==> src/verilog/bml_pkg.sv <==
// Shared constants and types of the boot mode loader.
package bml_pkg;
   localparam int BML_AW = 8;
   localparam logic [7:0] BML_OFF_MODE = 8'h00;
   localparam logic [7:0] BML_OFF_CTRL = 8'h04;
   localparam logic [7:0] BML_OFF_STATUS = 8'h08;
   localparam logic [7:0] BML_OFF_WORDS = 8'h0c;
   localparam logic [7:0] BML_OFF_START = 8'h10;
   localparam int BML_CTRL_GO = 0;
   localparam int BML_ST_BUSY = 0;
   localparam int BML_ST_DONE = 1;
   localparam int BML_ST_EXP = 2;
   localparam logic [1:0] BML_RESP_OKAY = 2'h0;
   localparam logic [1:0] BML_RESP_SLVERR = 2'h2;
   localparam logic [23:0] BML_BOOT_ENTRY = 24'hff0000;
   localparam logic [23:0] BML_EXP_START = 24'hc00000;
   localparam logic [23:0] BML_MEM_BASE = 24'hd00000;
   localparam logic [17:0] BML_EXP_PORT_ADDR = 18'h00000;
   localparam logic [4:0] BML_WAIT_STATES = 5'h1f;
   localparam logic [3:0] BML_MODE_EXP = 4'h0;
   localparam logic [3:0] BML_MODE_MEM = 4'h1;
   localparam logic [3:0] BML_MODE_SER = 4'h2;
   localparam logic [3:0] BML_MODE_HOST = 4'h4;
   localparam logic [3:0] BML_MODE_EXP8 = 4'h8;
   localparam logic [3:0] BML_MODE_RESET = 4'h0;
   localparam logic [1:0] BML_LAST_BYTE = 2'h2;
   localparam logic [3:0] BML_TICK_HALF = 4'h8;
   localparam logic [3:0] BML_TICK_LAST = 4'hf;
   localparam logic [3:0] BML_STOP_BIT = 4'h9;
   typedef enum logic [2:0] {ST_IDLE, ST_EXPAND, ST_MEM, ST_SER, ST_HOST} bml_state_t;
   typedef enum logic [1:0] {PH_COUNT, PH_ADDR, PH_DATA} bml_phase_t;
endpackage : bml_pkg

==> src/verilog/bml_ser_if.sv <==
// Byte link between the loader core and its serial port.
`timescale 1ns/1ps
`default_nettype none
interface bml_ser_if;
   logic en;
   logic rx_valid;
   logic [7:0] rx_byte;
   logic tx_start;
   logic [7:0] tx_byte;
   logic tx_busy;
   modport loader(output en, tx_start, tx_byte, input rx_valid, rx_byte, tx_busy);
   modport port(input en, tx_start, tx_byte, output rx_valid, rx_byte, tx_busy);
endinterface : bml_ser_if
`default_nettype wire

==> src/verilog/bml_sci.sv <==
// Asynchronous serial port, 8 data bits, 1 stop bit, no parity, 16x external clock.
`timescale 1ns/1ps
`default_nettype none
module bml_sci (
   // Clock and reset.
   input wire logic aclk,
   input wire logic aresetn,
   // Serial pins.
   input wire logic ser_clk,
   input wire logic ser_rxd,
   output logic ser_txd,
   // Byte side.
   bml_ser_if.port ser
);
   import bml_pkg::*;
   logic clk_q, rx_on, tx_on, rx_valid;
   logic [3:0] rx_cnt, rx_bit, tx_cnt, tx_bit;
   logic [7:0] rx_sh;
   logic [9:0] tx_sh;
   logic next_clk_q, next_rx_on, next_tx_on, next_rx_valid;
   logic [3:0] next_rx_cnt, next_rx_bit, next_tx_cnt, next_tx_bit;
   logic [7:0] next_rx_sh;
   logic [9:0] next_tx_sh;
   logic tick;

   // The pin is taken as synchronous, so its rising edge is one tick of the 16x clock.
   assign tick = ser_clk && !clk_q;
   assign ser.rx_valid = rx_valid;
   assign ser.rx_byte = rx_sh;
   assign ser.tx_busy = tx_on;
   assign ser_txd = tx_sh[0];

   always_comb begin
      next_clk_q = ser_clk;
      next_rx_on = rx_on;
      next_rx_cnt = rx_cnt;
      next_rx_bit = rx_bit;
      next_rx_sh = rx_sh;
      next_rx_valid = 1'b0;
      next_tx_on = tx_on;
      next_tx_cnt = tx_cnt;
      next_tx_bit = tx_bit;
      next_tx_sh = tx_sh;
      if (!ser.en) begin
         next_rx_on = 1'b0;
      end else if (tick) begin
         if (!rx_on) begin
            if (!ser_rxd) begin
               // Starting half way through the tick count samples each bit mid-cell.
               next_rx_on = 1'b1;
               next_rx_cnt = BML_TICK_HALF;
               next_rx_bit = 4'h0;
            end
         end else begin
            next_rx_cnt = rx_cnt + 4'h1;
            if (rx_cnt == BML_TICK_LAST) begin
               next_rx_bit = rx_bit + 4'h1;
               if (rx_bit == 4'h0) begin
                  next_rx_on = !ser_rxd;
               end else if (rx_bit == BML_STOP_BIT) begin
                  // A frame without a high stop bit is dropped.
                  next_rx_on = 1'b0;
                  next_rx_valid = ser_rxd;
               end else begin
                  next_rx_sh = {ser_rxd, rx_sh[7:1]};
               end
            end
         end
      end
      if (ser.tx_start && !tx_on) begin
         next_tx_sh = {1'b1, ser.tx_byte, 1'b0};
         next_tx_on = 1'b1;
         next_tx_cnt = 4'h0;
         next_tx_bit = 4'h0;
      end else if (tx_on && tick) begin
         next_tx_cnt = tx_cnt + 4'h1;
         if (tx_cnt == BML_TICK_LAST) begin
            next_tx_sh = {1'b1, tx_sh[9:1]};
            next_tx_bit = tx_bit + 4'h1;
            next_tx_on = tx_bit != BML_STOP_BIT;
         end
      end
   end

   always_ff @(posedge aclk) begin
      if (!aresetn) begin
         clk_q <= 1'b0;
         rx_on <= 1'b0;
         rx_cnt <= 4'h0;
         rx_bit <= 4'h0;
         rx_sh <= 8'h00;
         rx_valid <= 1'b0;
         tx_on <= 1'b0;
         tx_cnt <= 4'h0;
         tx_bit <= 4'h0;
         tx_sh <= 10'h3ff;
      end else begin
         clk_q <= next_clk_q;
         rx_on <= next_rx_on;
         rx_cnt <= next_rx_cnt;
         rx_bit <= next_rx_bit;
         rx_sh <= next_rx_sh;
         rx_valid <= next_rx_valid;
         tx_on <= next_tx_on;
         tx_cnt <= next_tx_cnt;
         tx_bit <= next_tx_bit;
         tx_sh <= next_tx_sh;
      end
   end
endmodule : bml_sci
`default_nettype wire

==> src/verilog/bml_loader.sv <==
// Boot mode capture and bootstrap loader with an AXI4-Lite register slave.
//
// The register addresses and the AXI4-Lite interface to the registers were left to the implementer.
`timescale 1ns/1ps
`default_nettype none
module bml_loader (
   // Clock and reset.
   input wire logic aclk,
   input wire logic aresetn,
   // AXI4-Lite register slave.
   input wire logic [bml_pkg::BML_AW-1:0] awaddr,
   input wire logic awvalid,
   output logic awready,
   input wire logic [31:0] wdata,
   input wire logic [3:0] wstrb,
   input wire logic wvalid,
   output logic wready,
   output logic [1:0] bresp,
   output logic bvalid,
   input wire logic bready,
   input wire logic [bml_pkg::BML_AW-1:0] araddr,
   input wire logic arvalid,
   output logic arready,
   output logic [31:0] rdata,
   output logic [1:0] rresp,
   output logic rvalid,
   input wire logic rready,
   // Mode pins.
   input wire logic mode_pin_a,
   input wire logic mode_pin_b,
   input wire logic mode_pin_c,
   input wire logic mode_pin_d,
   // External memory port.
   output logic [17:0] ext_addr,
   output logic ext_rd,
   output logic ext_attr_one,
   output logic ext_static,
   output logic [4:0] ext_wait,
   input wire logic [7:0] ext_data,
   // Asynchronous serial port pins.
   input wire logic ser_clk,
   input wire logic ser_rxd,
   output logic ser_txd,
   // Host port words.
   input wire logic host_valid,
   input wire logic [23:0] host_word,
   output logic host_ready,
   input wire logic host_flag_zero,
   // Program RAM write port.
   output logic program_ram_we,
   output logic [23:0] program_ram_addr,
   output logic [23:0] program_ram_data,
   // Execution start.
   output logic exec_valid,
   output logic [23:0] exec_addr
);
   import bml_pkg::*;

   function automatic logic bml_hit(input logic [BML_AW-1:0] a);
      return a == BML_OFF_MODE || a == BML_OFF_CTRL || a == BML_OFF_STATUS ||
             a == BML_OFF_WORDS || a == BML_OFF_START;
   endfunction : bml_hit

   bml_state_t state, next_state;
   bml_phase_t phase, next_phase;
   logic cap, pend, done, aw_got, w_got;
   logic next_cap, next_pend, next_done, next_aw_got, next_w_got, next_bvalid;
   logic [3:0] mode, next_mode;
   logic [1:0] idx, next_idx, next_bresp;
   logic [23:0] acc, count, start, ptr, moff;
   logic [23:0] next_acc, next_count, next_start, next_ptr, next_moff;
   logic [4:0] wcnt, next_wcnt, next_ext_wait;
   logic [BML_AW-1:0] awa, next_awa;
   logic [31:0] wd, next_wd;
   logic [3:0] wst, next_wst;
   logic [17:0] next_ext_addr;
   logic next_ext_rd, next_ext_attr_one, next_ext_static;
   logic next_program_ram_we, next_exec_valid;
   logic [23:0] next_program_ram_addr, next_program_ram_data, next_exec_addr;
   logic next_rvalid;
   logic [31:0] next_rdata, st_word;
   logic [1:0] next_rresp;
   logic byte_v, word_v, busy, wr_do, wr_go;
   logic [7:0] byte_d;
   logic [23:0] word_d, mem_badr;
   bml_ser_if ser_l ();

   bml_sci u_sci (
      .aclk(aclk),
      .aresetn(aresetn),
      .ser_clk(ser_clk),
      .ser_rxd(ser_rxd),
      .ser_txd(ser_txd),
      .ser(ser_l.port)
   );

   assign busy = pend || state == ST_MEM || state == ST_SER || state == ST_HOST;
   assign mem_badr = BML_MEM_BASE + moff;
   assign awready = !aw_got && !bvalid;
   assign wready = !w_got && !bvalid;
   assign arready = !rvalid;
   assign host_ready = state == ST_HOST && !host_flag_zero;
   assign ser_l.en = state == ST_SER;
   assign ser_l.tx_start = state == ST_SER && ser_l.rx_valid;
   assign ser_l.tx_byte = ser_l.rx_byte;
   assign wr_do = aw_got && w_got && !bvalid;
   assign wr_go = wr_do && awa == BML_OFF_CTRL && wst[0] && wd[BML_CTRL_GO];

   always_comb begin
      st_word = 32'h0;
      st_word[BML_ST_BUSY] = busy;
      st_word[BML_ST_DONE] = done;
      st_word[BML_ST_EXP] = state == ST_EXPAND;
   end

   // Register read path; the data is captured with the address and held unchanged until rready takes it.
   always_comb begin
      next_rvalid = rvalid && !rready;
      next_rdata = rdata;
      next_rresp = rresp;
      if (arvalid && arready) begin
         next_rvalid = 1'b1;
         next_rresp = bml_hit(araddr) ? BML_RESP_OKAY : BML_RESP_SLVERR;
         unique case (araddr)
            BML_OFF_MODE: next_rdata = {28'h0, mode};
            BML_OFF_STATUS: next_rdata = st_word;
            BML_OFF_WORDS: next_rdata = {8'h0, count};
            BML_OFF_START: next_rdata = {8'h0, start};
            default: next_rdata = 32'h0;
         endcase
      end
   end

   always_ff @(posedge aclk) begin
      if (!aresetn) begin
         rvalid <= 1'b0;
         rdata <= 32'h0;
         rresp <= BML_RESP_OKAY;
      end else begin
         rvalid <= next_rvalid;
         rdata <= next_rdata;
         rresp <= next_rresp;
      end
   end

   always_comb begin
      next_state = state;
      next_phase = phase;
      next_cap = 1'b1;
      next_pend = pend;
      next_done = done;
      next_mode = mode;
      next_idx = idx;
      next_acc = acc;
      next_count = count;
      next_start = start;
      next_ptr = ptr;
      next_moff = moff;
      next_wcnt = wcnt;
      next_ext_addr = ext_addr;
      next_ext_rd = ext_rd;
      next_ext_attr_one = ext_attr_one;
      next_ext_static = ext_static;
      next_ext_wait = ext_wait;
      next_program_ram_we = 1'b0;
      next_program_ram_addr = program_ram_addr;
      next_program_ram_data = program_ram_data;
      next_exec_valid = 1'b0;
      next_exec_addr = exec_addr;
      next_aw_got = aw_got;
      next_w_got = w_got;
      next_awa = awa;
      next_wd = wd;
      next_wst = wst;
      next_bvalid = bvalid && !bready;
      next_bresp = bresp;
      byte_v = 1'b0;
      byte_d = ext_data;
      word_v = 1'b0;
      word_d = host_word;
      if (awvalid && awready) begin
         next_aw_got = 1'b1;
         next_awa = awaddr;
      end
      if (wvalid && wready) begin
         next_w_got = 1'b1;
         next_wd = wdata;
         next_wst = wstrb;
      end
      if (wr_do) begin
         next_aw_got = 1'b0;
         next_w_got = 1'b0;
         next_bvalid = 1'b1;
         next_bresp = bml_hit(awa) ? BML_RESP_OKAY : BML_RESP_SLVERR;
         if (awa == BML_OFF_MODE && wst[0]) begin
            next_mode = wd[3:0];
         end
         // A jump during a load, or in the two expanded modes, has no effect.
         if (wr_go && !busy && mode != BML_MODE_EXP && mode != BML_MODE_EXP8) begin
            next_pend = 1'b1;
         end
      end
      if (!cap) begin
         next_mode = {mode_pin_d, mode_pin_c, mode_pin_b, mode_pin_a};
         next_pend = 1'b1;
      end
      if (pend && (state == ST_IDLE || state == ST_EXPAND)) begin
         next_pend = 1'b0;
         next_done = 1'b0;
         next_phase = PH_COUNT;
         next_idx = 2'h0;
         next_moff = 24'h0;
         next_ext_attr_one = 1'b0;
         unique case (mode)
            BML_MODE_EXP: begin
               next_state = ST_EXPAND;
               next_exec_valid = 1'b1;
               next_exec_addr = BML_EXP_START;
               next_ext_static = 1'b1;
               next_ext_wait = BML_WAIT_STATES;
               next_ext_addr = BML_EXP_PORT_ADDR;
            end
            BML_MODE_MEM: begin
               next_state = ST_MEM;
               next_ext_static = 1'b1;
               next_ext_wait = BML_WAIT_STATES;
            end
            BML_MODE_SER: next_state = ST_SER;
            BML_MODE_HOST: next_state = ST_HOST;
            default: begin
               next_state = ST_IDLE;
               next_done = 1'b1;
            end
         endcase
      end
      unique case (state)
         ST_MEM: begin
            if (!ext_rd) begin
               next_ext_rd = 1'b1;
               next_ext_attr_one = 1'b1;
               next_ext_addr = mem_badr[17:0];
               next_wcnt = 5'h0;
            end else if (wcnt == BML_WAIT_STATES) begin
               next_ext_rd = 1'b0;
               next_moff = moff + 24'h1;
               byte_v = 1'b1;
               byte_d = ext_data;
            end else begin
               next_wcnt = wcnt + 5'h1;
            end
         end
         ST_SER: begin
            byte_v = ser_l.rx_valid;
            byte_d = ser_l.rx_byte;
         end
         default: ;
      endcase
      if (byte_v) begin
         next_acc = {byte_d, acc[23:8]};
         next_idx = idx + 2'h1;
         if (idx == BML_LAST_BYTE) begin
            next_idx = 2'h0;
            word_v = 1'b1;
            word_d = {byte_d, acc[23:8]};
         end
      end
      if (state == ST_HOST) begin
         word_v = host_valid && !host_flag_zero;
         word_d = host_word;
      end
      if (state == ST_HOST && host_flag_zero) begin
         next_state = ST_IDLE;
         next_done = 1'b1;
         next_exec_valid = 1'b1;
         next_exec_addr = start;
      end else if (word_v) begin
         unique case (phase)
            PH_COUNT: begin
               next_count = word_d;
               next_phase = PH_ADDR;
            end
            PH_ADDR: begin
               next_start = word_d;
               next_ptr = word_d;
               next_phase = PH_DATA;
            end
            PH_DATA: begin
               next_program_ram_we = 1'b1;
               next_program_ram_addr = ptr;
               next_program_ram_data = word_d;
               next_ptr = ptr + 24'h1;
               next_count = count - 24'h1;
            end
            default: ;
         endcase
         if ((phase == PH_ADDR && count == 24'h0) || (phase == PH_DATA && count == 24'h1)) begin
            next_state = ST_IDLE;
            next_done = 1'b1;
            next_ext_rd = 1'b0;
            next_exec_valid = 1'b1;
            next_exec_addr = phase == PH_ADDR ? word_d : start;
         end
      end
   end

   always_ff @(posedge aclk) begin
      if (!aresetn) begin
         state <= ST_IDLE;
         phase <= PH_COUNT;
         cap <= 1'b0;
         pend <= 1'b0;
         done <= 1'b0;
         mode <= BML_MODE_RESET;
         idx <= 2'h0;
         acc <= 24'h0;
         count <= 24'h0;
         start <= 24'h0;
         ptr <= 24'h0;
         moff <= 24'h0;
         wcnt <= 5'h0;
         ext_addr <= 18'h0;
         ext_rd <= 1'b0;
         ext_attr_one <= 1'b0;
         ext_static <= 1'b0;
         ext_wait <= 5'h0;
         program_ram_we <= 1'b0;
         program_ram_addr <= 24'h0;
         program_ram_data <= 24'h0;
         exec_valid <= 1'b0;
         exec_addr <= BML_BOOT_ENTRY;
         aw_got <= 1'b0;
         w_got <= 1'b0;
         awa <= '0;
         wd <= 32'h0;
         wst <= 4'h0;
         bvalid <= 1'b0;
         bresp <= BML_RESP_OKAY;
      end else begin
         state <= next_state;
         phase <= next_phase;
         cap <= next_cap;
         pend <= next_pend;
         done <= next_done;
         mode <= next_mode;
         idx <= next_idx;
         acc <= next_acc;
         count <= next_count;
         start <= next_start;
         ptr <= next_ptr;
         moff <= next_moff;
         wcnt <= next_wcnt;
         ext_addr <= next_ext_addr;
         ext_rd <= next_ext_rd;
         ext_attr_one <= next_ext_attr_one;
         ext_static <= next_ext_static;
         ext_wait <= next_ext_wait;
         program_ram_we <= next_program_ram_we;
         program_ram_addr <= next_program_ram_addr;
         program_ram_data <= next_program_ram_data;
         exec_valid <= next_exec_valid;
         exec_addr <= next_exec_addr;
         aw_got <= next_aw_got;
         w_got <= next_w_got;
         awa <= next_awa;
         wd <= next_wd;
         wst <= next_wst;
         bvalid <= next_bvalid;
         bresp <= next_bresp;
      end
   end
endmodule : bml_loader
`default_nettype wire

==> config.mk <==
export PLATFORM = sky130hd
export DESIGN_NAME = bml_loader
export DESIGN_NICKNAME = d
export VERILOG_FILES = /design/src/verilog/bml_pkg.sv /design/src/verilog/bml_ser_if.sv /design/src/verilog/bml_sci.sv /design/src/verilog/bml_loader.sv
export SDC_FILE = /design/constraint.sdc
export NUM_CORES = 1
export LEC_CHECK = 0
export BUFFER_PORTS_ARGS = -buffer_cell sky130_fd_sc_hd__buf_2
export CAP_MARGIN = 20
export CORE_UTILIZATION = 45
export CTS_BUF_LIST = sky130_fd_sc_hd__clkbuf_8 sky130_fd_sc_hd__clkbuf_16
export DETAILED_ROUTE_END_ITERATION = 12
export GPL_ROUTABILITY_DRIVEN = 1
export PLACE_DENSITY = 0.71
export SLEW_MARGIN = 20
export SYNTH_ARGS = -nofsm -noshare
export SYNTH_HDL_FRONTEND = slang
export SYNTH_SLANG_ARGS = --single-unit
==> constraint.sdc <==
create_clock -name aclk -period 3.1 [get_ports aclk]
set_clock_uncertainty 0.2 [all_clocks]
set_input_delay 0.155 -clock aclk [delete_from_list [all_inputs] [get_ports aclk]]
set_output_delay 0.155 -clock aclk [all_outputs]
set_load 0.02 [all_outputs]
# Word-level counts from Yosys, hierarchy flattened

Index checks and enable logic that the tools add are counted.

Bitwise logic cells: 9
Eq/ne operators: 31
Mux-type cells: 87
Reduce and logical (&&, ||, !) cells: 85
$add $sub $neg: 10

Operator list:

| cell                    | count |
|---|---|
| $mux W24                | 13 |
| $pmux W24 S2            | 2 |
| $pmux W24 S4            | 1 |
| $mux W18                | 4 |
| $add A24 B1 Y24 const B | 2 |
| $mux W1                 | 39 |
| $eq A8 B4 Y1 const B    | 4 |
| $mux W4                 | 8 |
| $mux W9                 | 3 |
| $logic_and A1 B1 Y1     | 26 |
| $eq A24 B1 Y1 const B   | 1 |
| $logic_not A24 Y1       | 1 |
| $sub A24 B1 Y24 const B | 1 |
| $add A1 B18 Y18 const A | 1 |
| $add A4 B1 Y4 const B   | 4 |
| $eq A8 B3 Y1 const B    | 2 |
| $eq A8 B5 Y1 const B    | 2 |
| $logic_not A8 Y1        | 2 |
| $mux W2                 | 8 |
| $reduce_and A2 Y1       | 8 |
| $logic_or A1 B1 Y1      | 13 |
| $eq A4 B4 Y1 const B    | 3 |
| $pmux W3 S4             | 1 |
| $reduce_and A3 Y1       | 4 |
| 32 further kinds        | 69 |

Bits of input ports: 99
Word-level logic and storage cells: 265
Register bits after elaboration: 325
Output and inout bits: 143

# Longest topological paths before layout

Word-level depth: 11
Gate-level depth with buffers: 12

# Modules after synthesis

A second synthesis with hierarchy kept.

Cell total of the unflattened synthesis: 1600
Area, all modules: 14010.9 µm²

By module, submodules not included:

| module     | instances | area each (µm²) | sequential area each (µm²) | cells each |
|---|---|---|---|---|
| bml_loader | 1         | 12206.7         | 5265.0                     | 1399 |
| bml_sci    | 1         | 1804.2          | 740.7                      | 201 |

# Worst setup path after synthesis

OpenSTA, ideal clock, no wires.

Path type: register to register
Start: register wcnt[0]
End: register count[10]
Clock period less this slack: 2828 ps
Data arrival time: 2510 ps
Required time: 2783 ps
Buffers on the path: 2
Slack: 272 ps
Stages on the path, launching flop included: 11
Path through: dfxtp_1 -> ha_1 -> and3_1 -> ha_1 -> clkbuf_1 -> and3b_1 -> o21ai_2 -> buf_2 -> mux2i_1 -> o32ai_1 -> a32o_1

Word-level cells in the longest chain between the ends: 7
Elaborated cells on any way between the ends: 10
Classes of those cells: 1 x eq/ne; 8 x mux; 1 x reduce/logical

RTL lines:

| what                                                     | line              | source |
|---|---|---|
| start, declared                                          | bml_loader.sv:72  | `logic [4:0] wcnt, next_wcnt, next_ext_wait;` |
| start signal, assigned                                   | bml_loader.sv:351 | `wcnt <= next_wcnt;` |
| $eq A5 B5 Y1 *                                           | bml_loader.sv:243 | `end else if (wcnt == BML_WAIT_STATES) begin` |
| $mux W1 *                                                | bml_loader.sv:243 |  |
| $mux W1 *                                                | bml_loader.sv:238 | `if (!ext_rd) begin` |
| $pmux W1 S2 *                                            | bml_loader.sv:236 | `unique case (state)` |
| $mux W24 / $mux W1 (equally long branches)               | bml_loader.sv:258 | `if (byte_v) begin` |
| $mux W24 / $mux W1 (equally long branches)               | bml_loader.sv:267 | `if (state == ST_HOST) begin` |
| $pmux W24 S2 / $reduce_and A3 Y1 (equally long branches) | n/a               |  |
| end signal, assigned                                     | bml_loader.sv:347 | `count <= next_count;` |
| end, declared                                            | bml_loader.sv:70  | `logic [23:0] acc, count, start, ptr, moff;` |

Every way passes the cells marked *; elsewhere a longest branch is shown, timed or not.
A chain may end at the register's enable or synchronous reset.

# Final worst setup path

Start: register wcnt[0]
End: register exec_addr[2]

Word-level cells in the longest chain between the ends: 10
Elaborated cells on any way between the ends: 12
Classes of those cells: 1 x eq/ne; 11 x mux

RTL lines:

| what                 | line              | source |
|---|---|---|
| $eq A5 B5 Y1 *       | bml_loader.sv:243 |  |
| $mux W1 *            | bml_loader.sv:243 |  |
| $mux W1 *            | bml_loader.sv:238 |  |
| $pmux W1 S2 *        | bml_loader.sv:236 |  |
| $mux W24             | bml_loader.sv:258 |  |
| $mux W24             | bml_loader.sv:267 |  |
| $mux W24             | n/a               |  |
| $mux W24             | bml_loader.sv:296 | `if ((phase == PH_ADDR && count == 24'h0) \|\| (phase == PH_DATA && count == 24'h1)) begin` |
| $mux W24 *           | bml_loader.sv:276 | `end else if (word_v) begin` |
| $mux W24 *           | bml_loader.sv:271 | `if (state == ST_HOST && host_flag_zero) begin` |
| end signal, assigned | bml_loader.sv:361 | `exec_addr <= next_exec_addr;` |
| end, declared        | bml_loader.sv:55  | `output logic [23:0] exec_addr` |

Marks and branches as above.

==> summary.txt <==
Run status
  – Outcome: complete, no violations

Die
  – Height of the die: 176.9 um
  – Starting Density: 46.05%
  – Core Rows: 63
  – Die Span X: 176.9 um
  – I/O pins: 242
  – Area of the core: 0.02987 sq mm
  – Die area: 0.03128 sq mm

STA
  – Max-slew violation count: 0
  – Setup_tns: 0 ns
  – Worst slew margin: 36.35%
  – Hold Fails Final Rpt: 0
  – Fmax: 350.6 MHz
  – Worst Max-Slew Pin Slew: 0.9484 ns
  – Setup violations, final: 0
  – RSZ-0062 raised after global routing: false
  – Tcrit/Tclk final: 92.00%
  – Fin crit period: 2.852 ns

Pwr
  – Internal power: 6.804 mW
  – Total net switching power: 1.998 mW
  – Combinational share of power: 6.6%
  – Clock power share: 48.6%
  – Switching Fraction: 22.70%
  – Leakage: 6.874 nW
  – Sequential power share: 44.8%
  – Tot Pwr: 8.802 mW
  – Pwr/cell area: 513.2 mW/mm^2
  – Peak VDD IR: 0.2629 mV

Synth
  – Largest family of logic cells by synthesized area: compound AO/OA/AOI/OAI gates
  – Synth Area in XOR/XNOR: 1.146%
  – Syn Inst Count: 1,593
  – Number of synthesized flops with an enable pin: 0
  – Async S/R FF share, synth: 0%
  – Post-Syn Area per Cell: 8.637 sq um
  – YS warnings: 0
  – Compound-Gate Fraction of Synth Area: 23.34%
  – Cell variety after synth: 82
  – Mux cell area share after synthesis: 6.311%
  – Post-synthesis sequential area ratio: 43.65%
  – Top FF cell, synth: dfxtp_1
  – Cell Area, Synth: 0.01376 sq mm
  – Adder-Cell Fraction of Synth Area: 1.528%
  – Seq cells post-synth: 300
  – Simple-Gate Fraction of Synth Area: 18.72%

Finish
  – Layout cells sized above 1: 20.34%
  – Most frequent cells in the layout: 300 x dfxtp_1, 200 x buf_2, 179 x nor2_1
  – Synthesis-to-layout area growth: 24.65%
  – Commonest non-fill, non-tap cell in the layout: dfxtp_1
  – Layout Nets: 1,952
  – End-of-flow core utilization: 57.41%

Global routing
  – Initial antenna violation count: 0
  – Vias in the first global route: 11,924
  – Largest net degree at the start of global routing: 65
  – First-pass GRT wire length: 63,490 um
  – Global Route Usage Sum: 25.23%
  – GRT Residual Overflow: 0

CTS
  – Clock buffer depth: 3
  – Root buffer selected by CTS: clkbuf_16
  – TritonCTS Buffers: 34
  – CTS tree: done
  – Worst-path clk slew: 0.06 ns
  – Sink Count: 300
  – Clock Latency Late Sink: 0.51 ns
  – Hold buffers post-CTS: 67
  – H-tree depth: 2
  – Post-cts sizing count: 0
  – Post-CTS setup buffers: 0

Setup path
  – R2r setup slk: 0.25 ns
  – CP Cell Sequence: ha_1 -> and3_1 -> ha_1 -> and3b_1 -> o21a_1 -> buf_4 -> o2111ai_1 -> buf_4 -> or2_0 -> buf_4 -> o21ai_0
  – Crit path max fanout: 19
  – WP data required: 3.28 ns
  – Crit end category: register
  – Crit-path slowest cell: dfxtp_1
  – Crit start category: register
  – Critical path startpoint: wcnt[0]$_SDFFE_PN0P_
  – Crit-path most repeated cell: buf_4
  – Worst Setup EP: exec_addr[2]$_SDFF_PN0_
  – Kind of critical path: reg2reg
  – Critical path arrival: 3.04 ns
  – Worst reg2reg path startpoint: wcnt[0]$_SDFFE_PN0P_
  – R2R Path End: exec_addr[2]$_SDFF_PN0_
  – Cell depth of the worst flop-to-flop path: 11
  – Crit path largest cell delay: 0.33 ns

Routing
  – Drt pass-1 iters: 5
  – Routed Antenna Nets: 0
  – Via density: 5.795
  – DR iter-0 viols: 1,080
  – Routed len/inst: 17.95 um
  – Post-Route WL: 40,470 um
  – Post-route DRC: 0
  – Detailed-route via count: 13,062

Place
  – GP Congestion: 0.8979
  – Port Buf Inserts: 200
  – HPWL Detailed: 27,880 um

Hold path
  – Worst Hold Class: in2reg

Job
  – Max-cap violations: 0
-- worst max-delay path, delay by kind of cell (launching register included) --
kind | cells | cell delay [ns]
fa+ha+maj | 2 | 0.39
flops | 1 | 0.33
simple gates | 3 | 0.56
buf+inv | 3 | 0.63
compound gates | 3 | 0.61
-- synth_stat cells (all sizes together), types with 26 or more instances --
cell | count | area (sq um)
clkbuf | 84 | 315.3
nand2 | 161 | 604.3
a211oi | 66 | 495.5
buf | 51 | 284.0
nor3 | 27 | 140.1
inv | 34 | 127.6
dfxtp | 300 | 6006
a22oi | 26 | 195.2
a22o | 40 | 350.3
mux2i | 71 | 710.7
a21oi | 106 | 530.5
nor2 | 180 | 675.7
o21ai | 81 | 409.2
nand3 | 27 | 135.1
-- cell type report --
type | instances | area, sq um
Clock buffer | 45 | 1036
Timing Repair Buffer | 334 | 2202
Inverter | 34 | 130.1
Clock inverter | 17 | 175.2
Fill cell | 2612 | 12720
Antenna cell | 1 | 2.502
Sequential cell | 300 | 6006
Multi-Input combinational cell | 1133 | 7111
Tap cell | 390 | 488.0
-- cells by family after synthesis --
group,Yosys count
other,1
AO/OA/AOI/OAI,467
AND/OR/NAND/NOR,536
XOR/XNOR,18
buffers and inverters,169
flip-flops,300
adder cells (fa/ha/maj),17
multiplexers,85
-- state kept, by name (all words and copies together), names as in the netlist, 16 cells and up --
signal and count:
acc 16, count 24, exec_addr 24, ext_addr 18
moff 18, program_ram_addr 24, program_ram_data 24, ptr 24
rdata 24, start 24
-- how the worst min path moves through the flow --
| stage | endpoint | from | slack, ns | cells past startpoint |
|---|---|---|---|---|
| after floorplan | cap$_DFF_P_ | aresetn | -0.02 | 0 |
| after global placement | rvalid$_SDFF_PN0_ | rready | 0.15 | 2 |
| after detailed placement | rvalid$_SDFF_PN0_ | rready | 0.15 | 2 |
| after CTS | count[15]$_SDFFE_PN0P_ | host_word[15] | 0.0006 | 5 |
| after global routing | program_ram_data[17]$_SDFFE_PN0P_ | host_word[17] | 0.03 | 6 |
| final | count[15]$_SDFFE_PN0P_ | host_word[15] | 0.0003 | 5 |
-- routing by layer --
| layer | part of all wire (%) | vias up | GRT usage (%) |
|---|---|---|---|
| met5 | 0 | - | 0 |
| met1 | 46 | 6170 | 35.31 |
| met3 | 6.8 | 81 | 4.317 |
| met2 | 44 | 525 | 39.05 |
| met4 | 2.8 | 0 | 8.549 |
| li1 | - | 6286 | - |
-- through the flow --
step / worst slack, ns / instance area, sq um / instances / hold WS, ns
CTS: 0.2792 / 17140 / 2252 / 0.0006457
global placement: 0.3432 / 15250 / 2123 / 0.1461
global route: 0.08670 / 17150 / 2253 / 0.03234
detailed placement: 0.3246 / 15250 / 2123 / 0.1542
floorplan: 0.2721 / 13790 / 1602 / -0.01728
finish: 0.2481 / 17150 / 2254 / 0.0002945
-- power groups by stage --
stage | clock network [mW] | registers, mW | logic [mW]
after CTS | 4.34 | 3.94 | 0.571
after global placement | 0 | 4.03 | 0.493
final | 4.27 | 3.94 | 0.583
after detailed placement | 0 | 4.03 | 0.499
after floorplan | 0 | 4.02 | 0.313
after global routing | 4.51 | 3.95 | 0.628
Power figures use the tool's default switching activity.
